[src/core/usr_regs.svh]
`ifndef USR_REGS_SVH
`define USR_REGS_SVH
// ****************************************************************
// register offsets (word index on the register port)
// ****************************************************************
`define USR_OFF_MODE     3'h0
`define USR_OFF_STATUS   3'h1
`define USR_OFF_TXDATA   3'h2
`define USR_OFF_RXDATA   3'h3
`define USR_OFF_IRQ_STAT 3'h4
`define USR_OFF_IRQ_MASK 3'h5
`define USR_OFF_BAUD_DIV 3'h6
// ****************************************************************
// mode register fields
// ****************************************************************
`define USR_MODE_EN      15
`define USR_MODE_INV     4
`define USR_MODE_HS      3
`define USR_MODE_FMT_HI  2
`define USR_MODE_FMT_LO  1
`define USR_MODE_STOP2   0
// ****************************************************************
// status register fields
// ****************************************************************
`define USR_STA_TXEMPTY  8
`define USR_STA_RXSEL_HI 7
`define USR_STA_RXSEL_LO 6
`define USR_STA_ADDRESS_DETECT_ENABLE    5
`define USR_STA_IDLE     4
`define USR_STA_PARITY_ERROR_FLAG     3
`define USR_STA_FRAMING_ERROR_FLAG     2
`define USR_STA_OVR      1
`define USR_STA_AVAIL    0
// ****************************************************************
// interrupt status and mask bits
// ****************************************************************
`define USR_IRQ_RX       0
`define USR_IRQ_OVR      1
`define USR_IRQ_ERR      2
`define USR_IRQ_TXDONE   3
// ****************************************************************
// encodings, reset values and timing counts
// ****************************************************************
`define USR_FMT_NINE     2'h3
`define USR_FMT_ODD      2'h2
`define USR_FMT_EVEN     2'h1
`define USR_RXSEL_FOUR   2'h3
`define USR_RXSEL_THREE  2'h2
`define USR_RST_MODE     16'h0000
`define USR_RST_BAUD_DIV 16'h0003
`define USR_RST_MASK     4'h0
`define USR_OS_HS        5'h04
`define USR_OS_STD       5'h10
`define USR_TXEMPTY_DLY_CYC  2
`define USR_TXEMPTY_DLY  (`USR_TXEMPTY_DLY_CYC * 100 / 100)
`endif

[src/core/usr_pkg.sv]
package usr_pkg;
	// one register word
	typedef logic [15:0] usr_word_t;
	// receiver states, gray coded along the frame
	typedef enum logic [2:0] {
		USR_RX_IDLE  = 3'h0,
		USR_RX_START = 3'h1,
		USR_RX_DATA  = 3'h3,
		USR_RX_PAR   = 3'h2,
		USR_RX_STOP  = 3'h6,
		USR_RX_STOP2 = 3'h7
	} usr_rx_state_t;
endpackage

[src/core/usr_rx_mem.sv]
`timescale 1ns/1ps
// receive buffer storage with registered, write-first read port
module usr_rx_mem #(
	parameter int W  = 11,
	parameter int AW = 2
) (
	// clock
	input  wire logic          i_clk,
	// write side
	input  wire logic          i_we,
	input  wire logic [AW-1:0] i_waddr,
	input  wire logic [W-1:0]  i_wdata,
	// read side
	input  wire logic [AW-1:0] i_raddr,
	output logic      [W-1:0]  o_rdata
);
	logic [W-1:0] mem [(1<<AW)];   // entries

	// ****************************************************************
	// write port
	// ****************************************************************
	always_ff @(posedge i_clk) begin
		if (i_we) begin
			mem[i_waddr] <= i_wdata;
		end
	end

	// ****************************************************************
	// registered read, bypass avoids stale head after a push
	// ****************************************************************
	always_ff @(posedge i_clk) begin
		if (i_we && (i_waddr == i_raddr)) begin
			o_rdata <= i_wdata;
		end else begin
			o_rdata <= mem[i_raddr];
		end
	end
endmodule

[src/core/usr_rx_top.sv]
`timescale 1ns/1ps
`include "usr_regs.svh"
// Notes on behaviour
// - invert bit makes low receive line idle; transmit line always idles high
// - bit spans 4 or 16 baud ticks
// - format field picks data width, parity
// - stop select gives one or two stops
// - rx interrupt at 4, 3 or every character
// - address mode keeps ninth-bit-set characters only, in nine-bit format
// - idle flag high while receiver idle
// - parity flag follows buffer head character
// - framing flag follows buffer head character
// - overrun set when full buffer receives
// - clearing overrun empties buffer and shifter
// - data available while buffer not empty
// - tx empty flag lags write two cycles
module usr_rx_top #(
	parameter int DEPTH = 4
) (
	// clock and reset
	input  wire logic              i_clk,
	input  wire logic              i_reset,
	// register port
	input  wire logic [2:0]        i_addr,
	input  wire usr_pkg::usr_word_t i_wdata,
	input  wire logic              i_wr,
	input  wire logic              i_rd,
	output usr_pkg::usr_word_t     o_rdata,
	// serial line
	input  wire logic              i_serial_rx_line,
	output logic                   o_serial_tx_line,
	// interrupt
	output logic                   o_irq
);
	import usr_pkg::*;
	localparam int AW = $clog2(DEPTH);
	localparam logic [AW:0] FULL = (AW+1)'(DEPTH);

	// ****************************************************************
	// registers and state
	// ****************************************************************
	usr_word_t     mode;            // mode control
	logic [1:0]    rx_interrupt_select;
	logic          address_detect_enable;
	logic          overrun_flag;
	logic [15:0]   baud_div;        // baud generator divisor
	logic [15:0]   baud_cnt;
	logic [3:0]    irq_stat;        // sticky events
	logic [3:0]    irq_mask;
	usr_rx_state_t rx_state;
	logic [4:0]    os_cnt;          // rx oversample counter
	logic [3:0]    bit_cnt;
	logic [8:0]    rx_shift_register;
	logic          par_bit;
	logic [AW-1:0] wr_ptr;
	logic [AW-1:0] rd_ptr;
	logic [AW:0]   count;
	logic [10:0]   head;            // {framing_error_flag, parity_error_flag, data}
	logic [8:0]    tx_data_register;
	logic [1:0]    tx_pend;         // write delay line
	logic          tx_full;
	logic          tx_busy;
	logic [12:0]   tx_frame;
	logic [3:0]    tx_left;
	logic [4:0]    tx_os;

	// ****************************************************************
	// decode of mode fields and strobes
	// ****************************************************************
	wire serial_port_enable     = mode[`USR_MODE_EN];
	wire rx_polarity_invert     = mode[`USR_MODE_INV];
	wire high_speed_baud_select = mode[`USR_MODE_HS];
	wire [1:0] frame_format_select =
		mode[`USR_MODE_FMT_HI:`USR_MODE_FMT_LO];
	wire stop_count_select      = mode[`USR_MODE_STOP2];
	wire nine     = frame_format_select == `USR_FMT_NINE;
	wire has_par  = frame_format_select == `USR_FMT_ODD ||
		frame_format_select == `USR_FMT_EVEN;
	wire [4:0] os_len = high_speed_baud_select ? `USR_OS_HS
		: `USR_OS_STD;
	wire tick     = serial_port_enable && (baud_cnt == baud_div);
	wire sample   = tick && (os_cnt == os_len - 5'h01);
	wire line_n   = i_serial_rx_line ^ rx_polarity_invert;
	wire wr_sta   = i_wr && (i_addr == `USR_OFF_STATUS);
	wire wr_tx    = i_wr && (i_addr == `USR_OFF_TXDATA);
	wire flush    = wr_sta && overrun_flag && !i_wdata[`USR_STA_OVR];
	wire frame_done = (rx_state == USR_RX_STOP) && sample;
	wire p_calc   = ^rx_shift_register[8:1] ^ par_bit;
	wire parity_error_flag_new = (frame_format_select == `USR_FMT_ODD) ? !p_calc
		: (frame_format_select == `USR_FMT_EVEN) ? p_calc : 1'b0;
	wire [8:0] data_new = nine ? rx_shift_register
		: {1'b0, rx_shift_register[8:1]};
	wire drop     = address_detect_enable && nine && !data_new[8];
	wire push     = frame_done && !drop;
	wire full     = count == FULL;
	wire push_ok  = push && !full;
	wire rx_data_available = count != '0;
	wire pop      = i_rd && (i_addr == `USR_OFF_RXDATA) && rx_data_available;
	wire [AW-1:0] next_rd_ptr = pop ? rd_ptr + 1'b1 : rd_ptr;
	wire [AW:0] count_after = count + 1'b1;
	wire tx_shift_empty = !tx_busy && !tx_full;
	wire tx_done  = tx_busy && tick && (tx_os == os_len - 5'h01) &&
		(tx_left == 4'h1);

	// ****************************************************************
	// baud generator
	// ****************************************************************
	always_ff @(posedge i_clk) begin
		if (i_reset || !serial_port_enable || tick) begin
			baud_cnt <= '0;
		end else begin
			baud_cnt <= baud_cnt + 16'h0001;
		end
	end

	// ****************************************************************
	// receive state machine
	// ****************************************************************
	always_ff @(posedge i_clk) begin
		if (i_reset || flush || !serial_port_enable) begin
			rx_state <= USR_RX_IDLE;
			os_cnt <= '0;
			bit_cnt <= '0;
			rx_shift_register <= '0;
			par_bit <= 1'b0;
		end else begin
			case (rx_state)
			USR_RX_IDLE: begin
				// start bit is the non-idle level
				if (!line_n) begin
					rx_state <= USR_RX_START;
					os_cnt <= '0;
				end
			end
			USR_RX_START: begin
				// half a bit, then confirm at its centre
				if (tick) begin
					if (os_cnt == (os_len >> 1) - 5'h01) begin
						os_cnt <= '0;
						bit_cnt <= '0;
						rx_shift_register <= '0;
						rx_state <= line_n ? USR_RX_IDLE : USR_RX_DATA;
					end else begin
						os_cnt <= os_cnt + 5'h01;
					end
				end
			end
			default: begin
				// data, parity and stop bits, one per os_len ticks
				if (sample) begin
					os_cnt <= '0;
				end else if (tick) begin
					os_cnt <= os_cnt + 5'h01;
				end
				if (sample) begin
					case (rx_state)
					USR_RX_DATA: begin
						// lsb first into the shifter
						rx_shift_register <=
							{line_n, rx_shift_register[8:1]};
						bit_cnt <= bit_cnt + 4'h1;
						if (bit_cnt == (nine ? 4'h8 : 4'h7)) begin
							rx_state <= has_par ? USR_RX_PAR : USR_RX_STOP;
						end
					end
					USR_RX_PAR: begin
						par_bit <= line_n;
						rx_state <= USR_RX_STOP;
					end
					USR_RX_STOP: begin
						// second stop keeps receiver busy one more bit
						rx_state <= stop_count_select ? USR_RX_STOP2
							: USR_RX_IDLE;
					end
					default: begin
						rx_state <= USR_RX_IDLE;
					end
					endcase
				end
			end
			endcase
		end
	end

	// ****************************************************************
	// receive buffer pointers and fill level
	// ****************************************************************
	always_ff @(posedge i_clk) begin
		if (i_reset || flush) begin
			wr_ptr <= '0;
			rd_ptr <= '0;
			count <= '0;
		end else begin
			if (push_ok) begin
				wr_ptr <= wr_ptr + 1'b1;
			end
			rd_ptr <= next_rd_ptr;
			if (push_ok && !pop) begin
				count <= count + 1'b1;
			end else if (pop && !push_ok) begin
				count <= count - 1'b1;
			end
		end
	end

	usr_rx_mem #(.W(11), .AW(AW)) u_mem (
		.i_clk   (i_clk),
		.i_we    (push_ok),
		.i_waddr (wr_ptr),
		.i_wdata ({!line_n, parity_error_flag_new, data_new}),
		.i_raddr (next_rd_ptr),
		.o_rdata (head)
	);

	// ****************************************************************
	// overrun flag, hardware set wins over software clear
	// ****************************************************************
	always_ff @(posedge i_clk) begin
		if (i_reset) begin
			overrun_flag <= 1'b0;
		end else if (push && full) begin
			overrun_flag <= 1'b1;
		end else if (flush) begin
			overrun_flag <= 1'b0;
		end
	end

	// ****************************************************************
	// software written configuration
	// ****************************************************************
	always_ff @(posedge i_clk) begin
		if (i_reset) begin
			mode <= `USR_RST_MODE;
			rx_interrupt_select <= 2'h0;
			address_detect_enable <= 1'b0;
			baud_div <= `USR_RST_BAUD_DIV;
			irq_mask <= `USR_RST_MASK;
		end else if (i_wr) begin
			case (i_addr)
			`USR_OFF_MODE: mode <= i_wdata & 16'h801F;
			`USR_OFF_STATUS: begin
				rx_interrupt_select <=
					i_wdata[`USR_STA_RXSEL_HI:`USR_STA_RXSEL_LO];
				address_detect_enable <= i_wdata[`USR_STA_ADDRESS_DETECT_ENABLE];
			end
			`USR_OFF_BAUD_DIV: baud_div <= i_wdata;
			`USR_OFF_IRQ_MASK: irq_mask <= i_wdata[3:0];
			default: begin
			end
			endcase
		end
	end

	// ****************************************************************
	// sticky interrupt status, read clears, new event wins
	// ****************************************************************
	logic [3:0] ev;
	always_comb begin
		ev = 4'h0;
		if (push_ok) begin
			case (rx_interrupt_select)
			`USR_RXSEL_FOUR:  ev[`USR_IRQ_RX] = count_after == FULL;
			`USR_RXSEL_THREE: ev[`USR_IRQ_RX] = count_after == FULL - 1'b1;
			default:          ev[`USR_IRQ_RX] = 1'b1;
			endcase
		end
		ev[`USR_IRQ_OVR] = push && full;
		ev[`USR_IRQ_ERR] = push_ok && (!line_n || parity_error_flag_new);
		ev[`USR_IRQ_TXDONE] = tx_done;
	end

	always_ff @(posedge i_clk) begin
		if (i_reset) begin
			irq_stat <= 4'h0;
		end else if (i_rd && (i_addr == `USR_OFF_IRQ_STAT)) begin
			irq_stat <= ev;
		end else begin
			irq_stat <= irq_stat | ev;
		end
	end

	assign o_irq = |(irq_stat & irq_mask);

	// ****************************************************************
	// transmitter: two-cycle write delay, then frame shifter
	// ****************************************************************
	logic [12:0] next_tx_frame;
	always_comb begin
		next_tx_frame = 13'h1FFF;
		next_tx_frame[0] = 1'b0;
		if (nine) begin
			next_tx_frame[9:1] = tx_data_register;
		end else begin
			next_tx_frame[8:1] = tx_data_register[7:0];
			if (has_par) begin
				next_tx_frame[9] = ^tx_data_register[7:0] ^
					(frame_format_select == `USR_FMT_ODD);
			end
		end
	end

	always_ff @(posedge i_clk) begin
		if (i_reset) begin
			tx_pend <= 2'h0;
			tx_full <= 1'b0;
			tx_data_register <= '0;
		end else begin
			tx_pend <= {tx_pend[0], wr_tx};
			if (wr_tx) begin
				tx_data_register <= i_wdata[8:0];
			end
			if (tx_pend[`USR_TXEMPTY_DLY - 1]) begin
				tx_full <= 1'b1;
			end else if (!tx_busy && serial_port_enable) begin
				tx_full <= 1'b0;
			end
		end
	end

	always_ff @(posedge i_clk) begin
		if (i_reset || !serial_port_enable) begin
			tx_busy <= 1'b0;
			tx_frame <= 13'h1FFF;
			tx_left <= 4'h0;
			tx_os <= '0;
		end else if (!tx_busy && tx_full) begin
			tx_busy <= 1'b1;
			tx_frame <= next_tx_frame;
			tx_left <= 4'h1 + (nine || has_par ? 4'h9 : 4'h8) +
				(stop_count_select ? 4'h2 : 4'h1);
			tx_os <= '0;
		end else if (tx_busy && tick) begin
			if (tx_os == os_len - 5'h01) begin
				tx_os <= '0;
				tx_frame <= {1'b1, tx_frame[12:1]};
				tx_left <= tx_left - 4'h1;
				tx_busy <= tx_left != 4'h1;
			end else begin
				tx_os <= tx_os + 5'h01;
			end
		end
	end

	assign o_serial_tx_line = tx_frame[0];

	// ****************************************************************
	// register read, data stand one cycle after the strobe
	// ****************************************************************
	always_ff @(posedge i_clk) begin
		if (i_reset || !i_rd) begin
			o_rdata <= 16'h0000;
		end else begin
			case (i_addr)
			`USR_OFF_MODE:     o_rdata <= mode;
			`USR_OFF_STATUS:   o_rdata <= {7'h00, tx_shift_empty,
				rx_interrupt_select, address_detect_enable,
				rx_state == USR_RX_IDLE,
				rx_data_available && head[9],
				rx_data_available && head[10],
				overrun_flag, rx_data_available};
			`USR_OFF_TXDATA:   o_rdata <= {7'h00, tx_data_register};
			`USR_OFF_RXDATA:   o_rdata <= {7'h00, head[8:0]};
			`USR_OFF_IRQ_STAT: o_rdata <= {12'h000, irq_stat};
			`USR_OFF_IRQ_MASK: o_rdata <= {12'h000, irq_mask};
			`USR_OFF_BAUD_DIV: o_rdata <= baud_div;
			default:           o_rdata <= 16'h0000;
			endcase
		end
	end
endmodule

[config.mk]
export PLATFORM = sky130hd
export DESIGN_NAME = usr_rx_top
export DESIGN_NICKNAME = d
export VERILOG_FILES = /design/src/core/usr_pkg.sv /design/src/core/usr_rx_mem.sv /design/src/core/usr_rx_top.sv
export VERILOG_INCLUDE_DIRS = /design/src /design/src/core
export SDC_FILE = /design/constraint.sdc
export NUM_CORES = 1
export LEC_CHECK = 0
export BUFFER_PORTS_ARGS = -buffer_cell sky130_fd_sc_hd__buf_4
export CORE_UTILIZATION = 30
export CTS_BUF_LIST = sky130_fd_sc_hd__clkbuf_4 sky130_fd_sc_hd__clkbuf_8
export CTS_CLUSTER_DIAMETER = 60
export CTS_CLUSTER_SIZE = 8
export DETAILED_ROUTE_END_ITERATION = 7
export PLACE_DENSITY_LB_ADDON = 0.2
export REMOVE_ABC_BUFFERS = 1
export SETUP_SLACK_MARGIN = 0.3
export SYNTH_ARGS = -nofsm -noshare
export SYNTH_HDL_FRONTEND = slang
export SYNTH_SLANG_ARGS = --single-unit
[constraint.sdc]
create_clock -name i_clk -period 2.8 [get_ports i_clk]
set_input_delay 0.42 -clock i_clk [delete_from_list [all_inputs] [get_ports i_clk]]
set_output_delay 0.42 -clock i_clk [all_outputs]
set_load 0.005 [all_outputs]
==> results of run 1 <==
## repair_timing
item / in CTS / in global routing
hold endpoints to repair: 0 / 0
setup endpoints to repair: 46 / 62
pin swaps: 0 / 4
gates resized for setup: 4 / 21
hold buffers: 0 / 0
setup buffers: 0 / 4
## area by class of cell
cell class                 instances  area [um^2]
clock inverter                    15          198
sequential                       173         3920
tap                              335          419
multi-input combinational        553         3870
fill                            2621        16700
clock buffer                      17          234
inverter                          17         63.8
timing repair buffer              72          541
## path summary, 6_finish.rpt
kind	end	slack, ns	cells past startpoint
hold / removal	baud_div[12]	0.17	3
setup reg to reg	irq_stat[1]	0.37	8
setup / recovery	irq_stat[1]	0.37	8
hold reg to reg	tx_pend[1]	0.45	1
## report_power, final
part           leakage (uW)  switching [uW]  internal, uW
combinational       0.00168             127          85.8
sequential          0.00141            18.9          2560
clock              0.000214            1100           774
## critical path, stage by stage, from the launching register on
cell and delay, ns:
dfxtp_1 0.36, xnor2_2 0.22, nand4_1 0.18, buf_4 0.18, nor4_4 0.25, buf_4 0.23, nand2_1 0.08, or4b_2 0.70
a21oi_1 0.14
## sequential cells by signal, indices dropped and copies added (netlist names), 3 cells and up, named ones only
signal,flops
os_cnt,5
irq_stat,4
tx_left,4
o_rdata,16
irq_mask,4
bit_cnt,4
baud_cnt,16
tx_frame,10
tx_os,5
rx_shift_register,9
baud_div,16
u_mem.mem,44
count,3
rx_state,3
mode,6
tx_data_register,9
## layout by cell type (no fill, tap or decap), types with 10 or more instances in the layout
master / instances
a21oi_1: 65
a22o_1: 11
a22oi_1: 10
and2_1: 14
buf_4: 72
clkbuf_8: 17
dfxtp_1: 119
dfxtp_2: 10
edfxtp_1: 44
ha_1: 21
inv_1: 16
mux2_2: 12
mux2i_1: 30
mux4_2: 11
nand2_1: 87
nand3_1: 22
nand4_1: 12
nor2_1: 75
nor2b_1: 14
o21ai_0: 11
xnor2_1: 31
xor2_1: 12
## logic make-up after synthesis
group | after synthesis | synth area share, %
buffers and inverters | 53 | 2.53
DFF | 173 | 49.4
xor gates and xnor gates | 53 | 6.15
adders and majority gates | 21 | 3.33
AOI/OAI and AO/OA | 134 | 11.0
and+or+nand+nor | 292 | 18.9
muxes | 53 | 8.65
## stage by stage
step / util, % / std cells
6_report: 35.7 / 1182
5_1_grt: 35.7 / 1182
4_1_cts: 35.3 / 1178
3_5_place_dp: 33.5 / 1146
3_3_place_gp: 33.5 / 1146
2_1_floorplan: - / 743
## layer usage
metal,up-vias,global-route usage [%],part of all wire [%]
li1,2885,-,-
met1,2852,22.2,47
met2,111,27.3,47
met3,26,2.85,3.8
met4,0,5.68,2.0
met5,-,0,0
## cells in the mapped netlist, types with 5 or more instances
library cell	instances
a21oi_1	65
a221oi_1	5
a22o_1	11
a22oi_1	10
and2_1	15
and3_1	10
clkbuf_1	31
dfxtp_1	129
edfxtp_1	44
ha_1	21
inv_1	16
mux2_2	12
mux2i_1	30
mux4_2	11
nand2_1	87
nand2b_1	5
nand3_1	22
nand3b_1	9
nand4_1	12
nor2_1	75
nor2b_1	14
nor3_1	8
o21ai_0	12
xnor2_1	39
xor2_1	12
==> impl_metrics.tcl, run 1 <==
set metrics [dict create \
    coreArea_mm2 0.0259 \
    clockRootBuffer "clkbuf_8" \
    cp_max_fo 7 \
    ir_worst_vdd_v 0.000266 \
    power_density_mw_per_mm2 505 \
    hold_violations 0 \
    total_power_uw 4670 \
    dpl.hpwl_mm 15.7 \
    antenna_found_initial 0 \
    num_rows 59 \
    drive_gt1_share_pct 19.4 \
    yosysSeqAreaShare_pct 49.4 \
    final-setup-viol-count 0 \
    holdCritStartpoint "i_wdata[12]" \
    slew-limit-headroom_pct 54.5 \
    ys_warn_count 0 \
    wl_mm 21.4 \
    cts_buffers 17 \
    start_util_pct 30.5 \
    timing.fmax_mhz 412 \
    timing.hold.ws_ns 0.171 \
    path_class "reg -> reg" \
    ys_ff_latch 173 \
    end_kind "flop" \
    antenna_cells 0 \
    syn_avg_cell_area_um2 10.1 \
    skew_ns 0.0241 \
    htree_levels 4 \
    worst_ep_arrival_time_ns 2.83 \
    final_area_mm2 0.00924 \
    drv_slew 0 \
    io_pins 42 \
    yosys-top-cells-area "dfxtp_1, edfxtp_1, xnor2_1" \
    tns_ns 0 \
    gp_congestion 0.839 \
    grt_pass1_wl_mm 33.5 \
    grt_pass1_vias 5755 \
    io_buffers 41 \
    fin_crit_ns 2.43 \
    gr-usage-all-layers_pct 16.7 \
    fin_crit_sh_pct 86.6 \
    pre_cts_ws_ns 0.247 \
    worstMarginPinSlew_ns 0.681 \
    hp-class "in -> reg" \
    grt_start_max_net_pins 31 \
    max_cap_violations 0 \
    cts_num_sinks 173 \
    clk_latency_ns 0.48 \
    area_delta_synth_final_pct 17.0 \
    grt.overflow.total 0 \
    synthesis.area_mm2 0.00790 \
    synth_cell_types 68 \
    crit_start "baud_div[3]" \
    r2r-start "baud_div[3]" \
    drt_iter0_drc 454 \
    drtAntennaViolNets 0 \
    path_clk_slew_ns 0.11 \
    cp-start-kind "flop" \
    die_h_um 164 \
    clockBufferDepth 2 \
    dr.pass1.iters 5 \
    nNetsFinal 879 \
    outcome "finished, final reports clean" \
    netlist.area_leader.share_pct 32.7 \
    synth_edf_count 44 \
    die_area_mm2 0.0270 \
    avgViaCountPerCell 4.97 \
    syn_inst 779 \
    place_area_mm2 0.00869 \
    async_flop_share_pct 0 \
    synth_top_cell_by_area "dfxtp_1" \
    ys_dominant_reg_cell "dfxtp_1" \
    p_leak_uw 0.00330 \
    die_w_um 164 \
    vias 5874 \
    cts_tree "yes" \
    setup_slack_ns 0.374 \
    drcViolationCount 0 \
    routedWlPerCell_um 18.1 \
    rsz0062_at_grt "false" \
    crit_required_ns 3.20 \
]
Power figures use the tool's default switching activity.
==> run 2: changes to the inputs <==
--- a/config.mk
+++ b/config.mk
@@ -7,7 +7,7 @@
 export NUM_CORES = 1
 export LEC_CHECK = 0
 export BUFFER_PORTS_ARGS = -buffer_cell sky130_fd_sc_hd__buf_4
-export CORE_UTILIZATION = 30
+export CORE_UTILIZATION = 48
 export CTS_BUF_LIST = sky130_fd_sc_hd__clkbuf_4 sky130_fd_sc_hd__clkbuf_8
 export CTS_CLUSTER_DIAMETER = 60
 export CTS_CLUSTER_SIZE = 8
==> run 2 against run 1 <==
  * Sequential share of layout area up 0.79 points
  * Critical path type unchanged
  * Routed wire length down 9.7%
  * Maximum frequency up 2.1%
  * Highest routed layer unchanged
  * Via count up 0.72%
  * Combinational power down 4%
  * Total power down 1.6%
==> impl_metrics.tcl, run 2 (synthesized netlist as in run 1, its figures left out) <==
set metrics [dict create \
    outcome "finished, final reports clean" \
    antenna_found_initial 0 \
    final_cell_mix "dfxtp_1, nand2_1, nor2_1" \
    p_comb_share_pct 4.4 \
    timing.hold.ws_ns 0.187 \
    vias 5916 \
    clk_latency_ns 0.48 \
    rr_worst_depth 6 \
    cts_tree "yes" \
    worstMarginPinSlew_ns 0.753 \
    cp_top_family "compound AO/OA/AOI/OAI gates" \
    timing.fmax_mhz 421 \
    power_density_mw_per_mm2 507 \
    start_util_pct 49.4 \
    ir_worst_vdd_v 0.000605 \
    grt_start_max_net_pins 51 \
    finish.utilization_pct 56.6 \
    cts_buffers 17 \
    place_area_mm2 0.00850 \
    p_leak_uw 0.00327 \
    gp_congestion 0.868 \
    wl_mm 19.3 \
    holdCritStartpoint "i_wdata[14]" \
    slew-limit-headroom_pct 49.1 \
    gr-usage-all-layers_pct 23.9 \
    final_common_cell "dfxtp_1" \
    io_buffers 41 \
    grt_pass1_vias 5735 \
    dr.pass1.iters 5 \
    die_w_um 130 \
    reg2reg_slack_ns 0.42 \
    drv_slew 0 \
    fin_crit_sh_pct 84.9 \
    r2r-start "mode[3]" \
    internal_power_uw 3350 \
    tns_ns 0 \
    crit_required_ns 3.20 \
    path_clk_slew_ns 0.11 \
    num_rows 46 \
    clockPowerShare_pct 39.4 \
    path_class "reg -> reg" \
    die_h_um 130 \
    drive_gt1_share_pct 18.4 \
    setup_slack_ns 0.423 \
    skew_ns 0.0139 \
    critPathSlowestCell "a2111oi_4" \
    swShare_pct 27.2 \
    antenna_cells 0 \
    drtAntennaViolNets 0 \
    hp-class "in -> reg" \
    avgViaCountPerCell 5.59 \
    io_pins 42 \
    nNetsFinal 875 \
    max_cap_violations 0 \
    drt_iter0_drc 356 \
    holdPathStages 3 \
    worst_ep_arrival_time_ns 2.77 \
    cp_num_cells 6 \
    final_area_mm2 0.00906 \
    fin_crit_ns 2.38 \
    clockBufferDepth 2 \
    die_area_mm2 0.0170 \
    pre_cts_ws_ns 0.130 \
    coreArea_mm2 0.0160 \
    critPathBufInv 0 \
    rsz0062_at_grt "true" \
    whs_endpoint "baud_div[14]" \
    drcViolationCount 0 \
    cp_max_fo 9 \
    power_switching_uw 1250 \
    r2r_end "rx_state[0]" \
    clockRootBuffer "clkbuf_8" \
    htree_levels 4 \
    cts_num_sinks 173 \
    final-setup-viol-count 0 \
    crit_chain "or3b_4, a2111oi_4, o211ai_2, o21a_4, or3_4, o31ai_1" \
    routedWlPerCell_um 18.2 \
    grt_pass1_wl_mm 30.5 \
    grt.overflow.total 0 \
    max_stage_delay_ns 0.44 \
    cp-start-kind "flop" \
    area_delta_synth_final_pct 14.8 \
    largest_register_ffs 44 \
    hold_violations 0 \
    dpl.hpwl_mm 14.1 \
    regMostFlops "u_mem.mem" \
    seqPwrFrac_pct 56.1 \
    end_kind "flop" \
]
==> run 2: per-layer routing <==
layer  routed length, um  GRT usage (%)
met5                   0              0
met4                 408           8.76
met3                1020           5.70
met2                9260           38.7
met1                8600           31.2
==> run 2: timing repair <==
action,4_1_cts,5_1_grt
pin swaps,1,6
hold buffers,0,0
setup endpoints to repair,59,61
gates resized for setup,8,16
setup buffers,0,5
==> run 2: power by group through the flow <==
stage / clock [uW] / sequential [uW] / combinational (uW)
finish: 1810 / 2580 / 204
global route: 1950 / 2580 / 220
CTS: 1840 / 2580 / 196
detailed placement: 0 / 2640 / 195
global placement: 0 / 2640 / 193
floorplan: 0 / 2630 / 91.8
==> run 2: worst max-delay path by stage <==
stage,to,slack (ns),from
2_1_floorplan,count[2],0.31,baud_cnt[2]
3_3_place_gp,u_mem.mem[3][10],0.20,baud_div[12]
3_5_place_dp,bit_cnt[0],0.13,baud_cnt[2]
4_1_cts,u_mem.mem[0][8],0.31,baud_div[0]
5_1_grt,bit_cnt[0],0.28,os_cnt[0]
6_report,rx_state[0],0.42,mode[3]
==> run 2: cell type report <==
class	instances	area (um^2)
Fill cell	1443	6940
Sequential cell	173	3910
Clock inverter	15	199
Tap cell	216	270
Clock buffer	17	234
Inverter	17	63.8
Timing Repair Buffer	68	529
Multi-Input combinational cell	553	3850
==> run 2: tightest hold or removal path: cells and delay by family <==
family | cells | cell delay, ns
buf+inv | 1 | 0.11
simple gates | 1 | 0.05
compound gates | 1 | 0.05
==> run 2: metrics by stage <==
| stage | cells | power, uW |
|---|---|---|
| finish | 1059 | 4600 |
| global route | 1059 | 4750 |
| CTS | 1054 | 4620 |
| detailed placement | 1022 | 2830 |
| global placement | 1022 | 2830 |
| floorplan | 743 | 2720 |
==> run 3: changes to the inputs <==
==> constraint.sdc (replaced) <==
create_clock -name i_clk -period 2.2 [get_ports i_clk]
set_input_delay 0.33 -clock i_clk [delete_from_list [all_inputs] [get_ports i_clk]]
set_output_delay 0.33 -clock i_clk [all_outputs]
set_load 0.005 [all_outputs]
==> run 3 against run 2 <==
  * Die area unchanged
  * The flow now finishes with violations (setup timing)
  * Cell count up 7.0%
  * Via count up 8.0%
  * Flip-flop and latch count unchanged
  * Count of clock-buffer cells in the layout unchanged
  * Combinational power up 54%
  * Utilization up 7.1 points
  * Maximum frequency down 2.0%
  * Register-to-register slack worse by 0.65 ns
==> impl_metrics.tcl, run 3 (synthesized netlist as in run 1, its figures left out) <==
set metrics [dict create \
    swShare_pct 26.6 \
    top_usage_layer "met2" \
    clockRootBuffer "clkbuf_8" \
    pre_cts_ws_ns -0.251 \
    cp-endpoint "os_cnt[0]" \
    num_rows 46 \
    vias 6388 \
    cts_tree "yes" \
    fill_cells 1275 \
    fin_crit_sh_pct 110 \
    placedCellCount 1080 \
    slew-limit-headroom_pct 62.4 \
    p_comb_share_pct 5.4 \
    grt_pass1_vias 6216 \
    routedWlPerCell_um 19.1 \
    ir_worst_vdd_v 0.000730 \
    gp_congestion 0.852 \
    r2r_end "os_cnt[0]" \
    die_area_mm2 0.0170 \
    grt_pass1_wl_mm 32.6 \
    p_leak_uw 0.00383 \
    skew_ns 0.0166 \
    cp-start-kind "flop" \
    clockPowerShare_pct 38.1 \
    crit_start "baud_div[14]" \
    r2r-start "baud_div[14]" \
    failed_checks "setup timing" \
    end_kind "flop" \
    drv_slew 0 \
    crit_chain "xnor2_2, nand4_1, or4_4, o31a_1, buf_6, or2b_1, o31ai_1" \
    cp_max_fo 3 \
    cts_num_sinks 173 \
    dpl.hpwl_mm 15.0 \
    path_clk_slew_ns 0.11 \
    final_cell_mix "dfxtp_1, buf_4, nand2_1" \
    clockBufferDepth 2 \
    grt_start_max_net_pins 34 \
    drcViolationCount 0 \
    antenna_cells 0 \
    seqPwrFrac_pct 56.5 \
    max_cap_violations 0 \
    outcome "complete, but fails checks" \
    hold_violations 0 \
    coreArea_mm2 0.0160 \
    io_pins 42 \
    critPathSlowestCell "or4_4" \
    drt_iter0_drc 433 \
    crit_required_ns 2.60 \
    antenna_found_initial 0 \
    max_stage_delay_ns 0.60 \
    dr.pass1.iters 5 \
    power_switching_uw 1550 \
    reg2reg_slack_ns -0.23 \
    worst_ep_arrival_time_ns 2.82 \
    cts_buffers 17 \
    gr-usage-all-layers_pct 25.5 \
    grt.overflow.total 0 \
    fin_crit_ns 2.43 \
    power_density_mw_per_mm2 569 \
    rsz0062_at_grt "true" \
    use_met2_pct 42.0 \
    grt_util_met3_pct 5.37 \
    die_h_um 130 \
    hp-class "in -> reg" \
    htree_levels 4 \
    total_power_uw 5810 \
    worstMarginPinSlew_ns 0.562 \
    drive_gt1_share_pct 32.4 \
    timing.hold.ws_ns 0.0918 \
    cts_hold_buffers 0 \
    holdCritStartpoint "i_wdata[14]" \
    final_common_cell "dfxtp_1" \
    rr_worst_depth 7 \
    clk_latency_ns 0.47 \
    start_util_pct 49.4 \
    tns_ns -11.97 \
    timing.fmax_mhz 412 \
    die_w_um 130 \
    path_class "reg -> reg" \
    largest_register_ffs 44 \
    avgViaCountPerCell 5.64 \
    area_delta_synth_final_pct 29.2 \
    setup_slack_ns -0.226 \
    internal_power_uw 4260 \
    nNetsFinal 949 \
    regMostFlops "u_mem.mem" \
    final-setup-viol-count 79 \
    final_cells 1133 \
    io_buffers 41 \
    met1_usage_pct 33.4 \
    drtAntennaViolNets 0 \
    wl_mm 21.6 \
]
-- run 3: cell types whose count changed in the layout (fill, tap and decap cells not counted), moves of 7 or more --
| cell | previous run | this run |
|---|---|---|
| buf_6 | 5 | 18 |
| nor2_4 | 0 | 10 |
| buf_12 | 0 | 8 |
| clkinv_8 | 7 | 0 |
| xnor2_2 | 6 | 14 |
| xnor2_1 | 34 | 26 |
| buf_4 | 63 | 113 |
| a21oi_2 | 0 | 7 |
| nor2_1 | 75 | 61 |
| a21oi_1 | 65 | 57 |
-- run 3: what timing repair did --
action                     in CTS  in global routing
pin swaps                      43                 45
resized for setup              84                 69
cloned                          1                  3
setup buffers                   6                 11
setup endpoints to repair     115                115
-- run 3: power groups by stage --
stage                     clock network [uW]  logic [uW]  registers (uW)
after floorplan                            0         117            3350
after global placement                     0         270            3350
after detailed placement                   0         275            3350
after CTS                               2250         290            3280
after global routing                    2390         336            3290
final                                   2210         314            3280
-- run 3: how the worst min path moves through the flow --
stage	cells past startpoint	to
detailed placement	1	tx_pend[1]
CTS	3	baud_div[14]
floorplan	1	baud_div[10]
global placement	2	tx_full
global route	3	baud_div[14]
finish	3	baud_div[14]
-- run 3: routing by layer --
layer / up-vias / share of wire, %
met2: 158 / 50
met1: 3162 / 44
li1: 3035 / -
met3: 33 / 4.0
met5: - / 0
met4: 0 / 1.7
-- run 3: layout make-up --
cell class / instances / area [um^2] / share of cell area (%)
Multi-Input combinational cell: 554 / 4310 / 42.3
Sequential cell: 173 / 3920 / 38.4
Timing Repair Buffer: 141 / 1250 / 12.3
Tap cell: 216 / 270 / 2.65
Clock buffer: 17 / 234 / 2.29
Clock inverter: 15 / 153 / 1.50
Inverter: 17 / 63.8 / 0.625
-- run 3: metrics by stage --
step	util (%)	instance area, um^2
floorplan	-	7760
global placement	56.3	9000
detailed placement	56.3	9000
CTS	61.1	9770
global route	63.8	10200
finish	63.8	10200
-- run 3: critical path: cells and delay by family (launching register included) --
| kind | cells | cell delay, ns |
|---|---|---|
| AO/OA/AOI/OAI | 2 | 0.57 |
| buffers and inverters | 1 | 0.13 |
| flip-flops | 1 | 0.35 |
| AND/OR/NAND/NOR | 3 | 1.09 |
| XOR/XNOR | 1 | 0.22 |
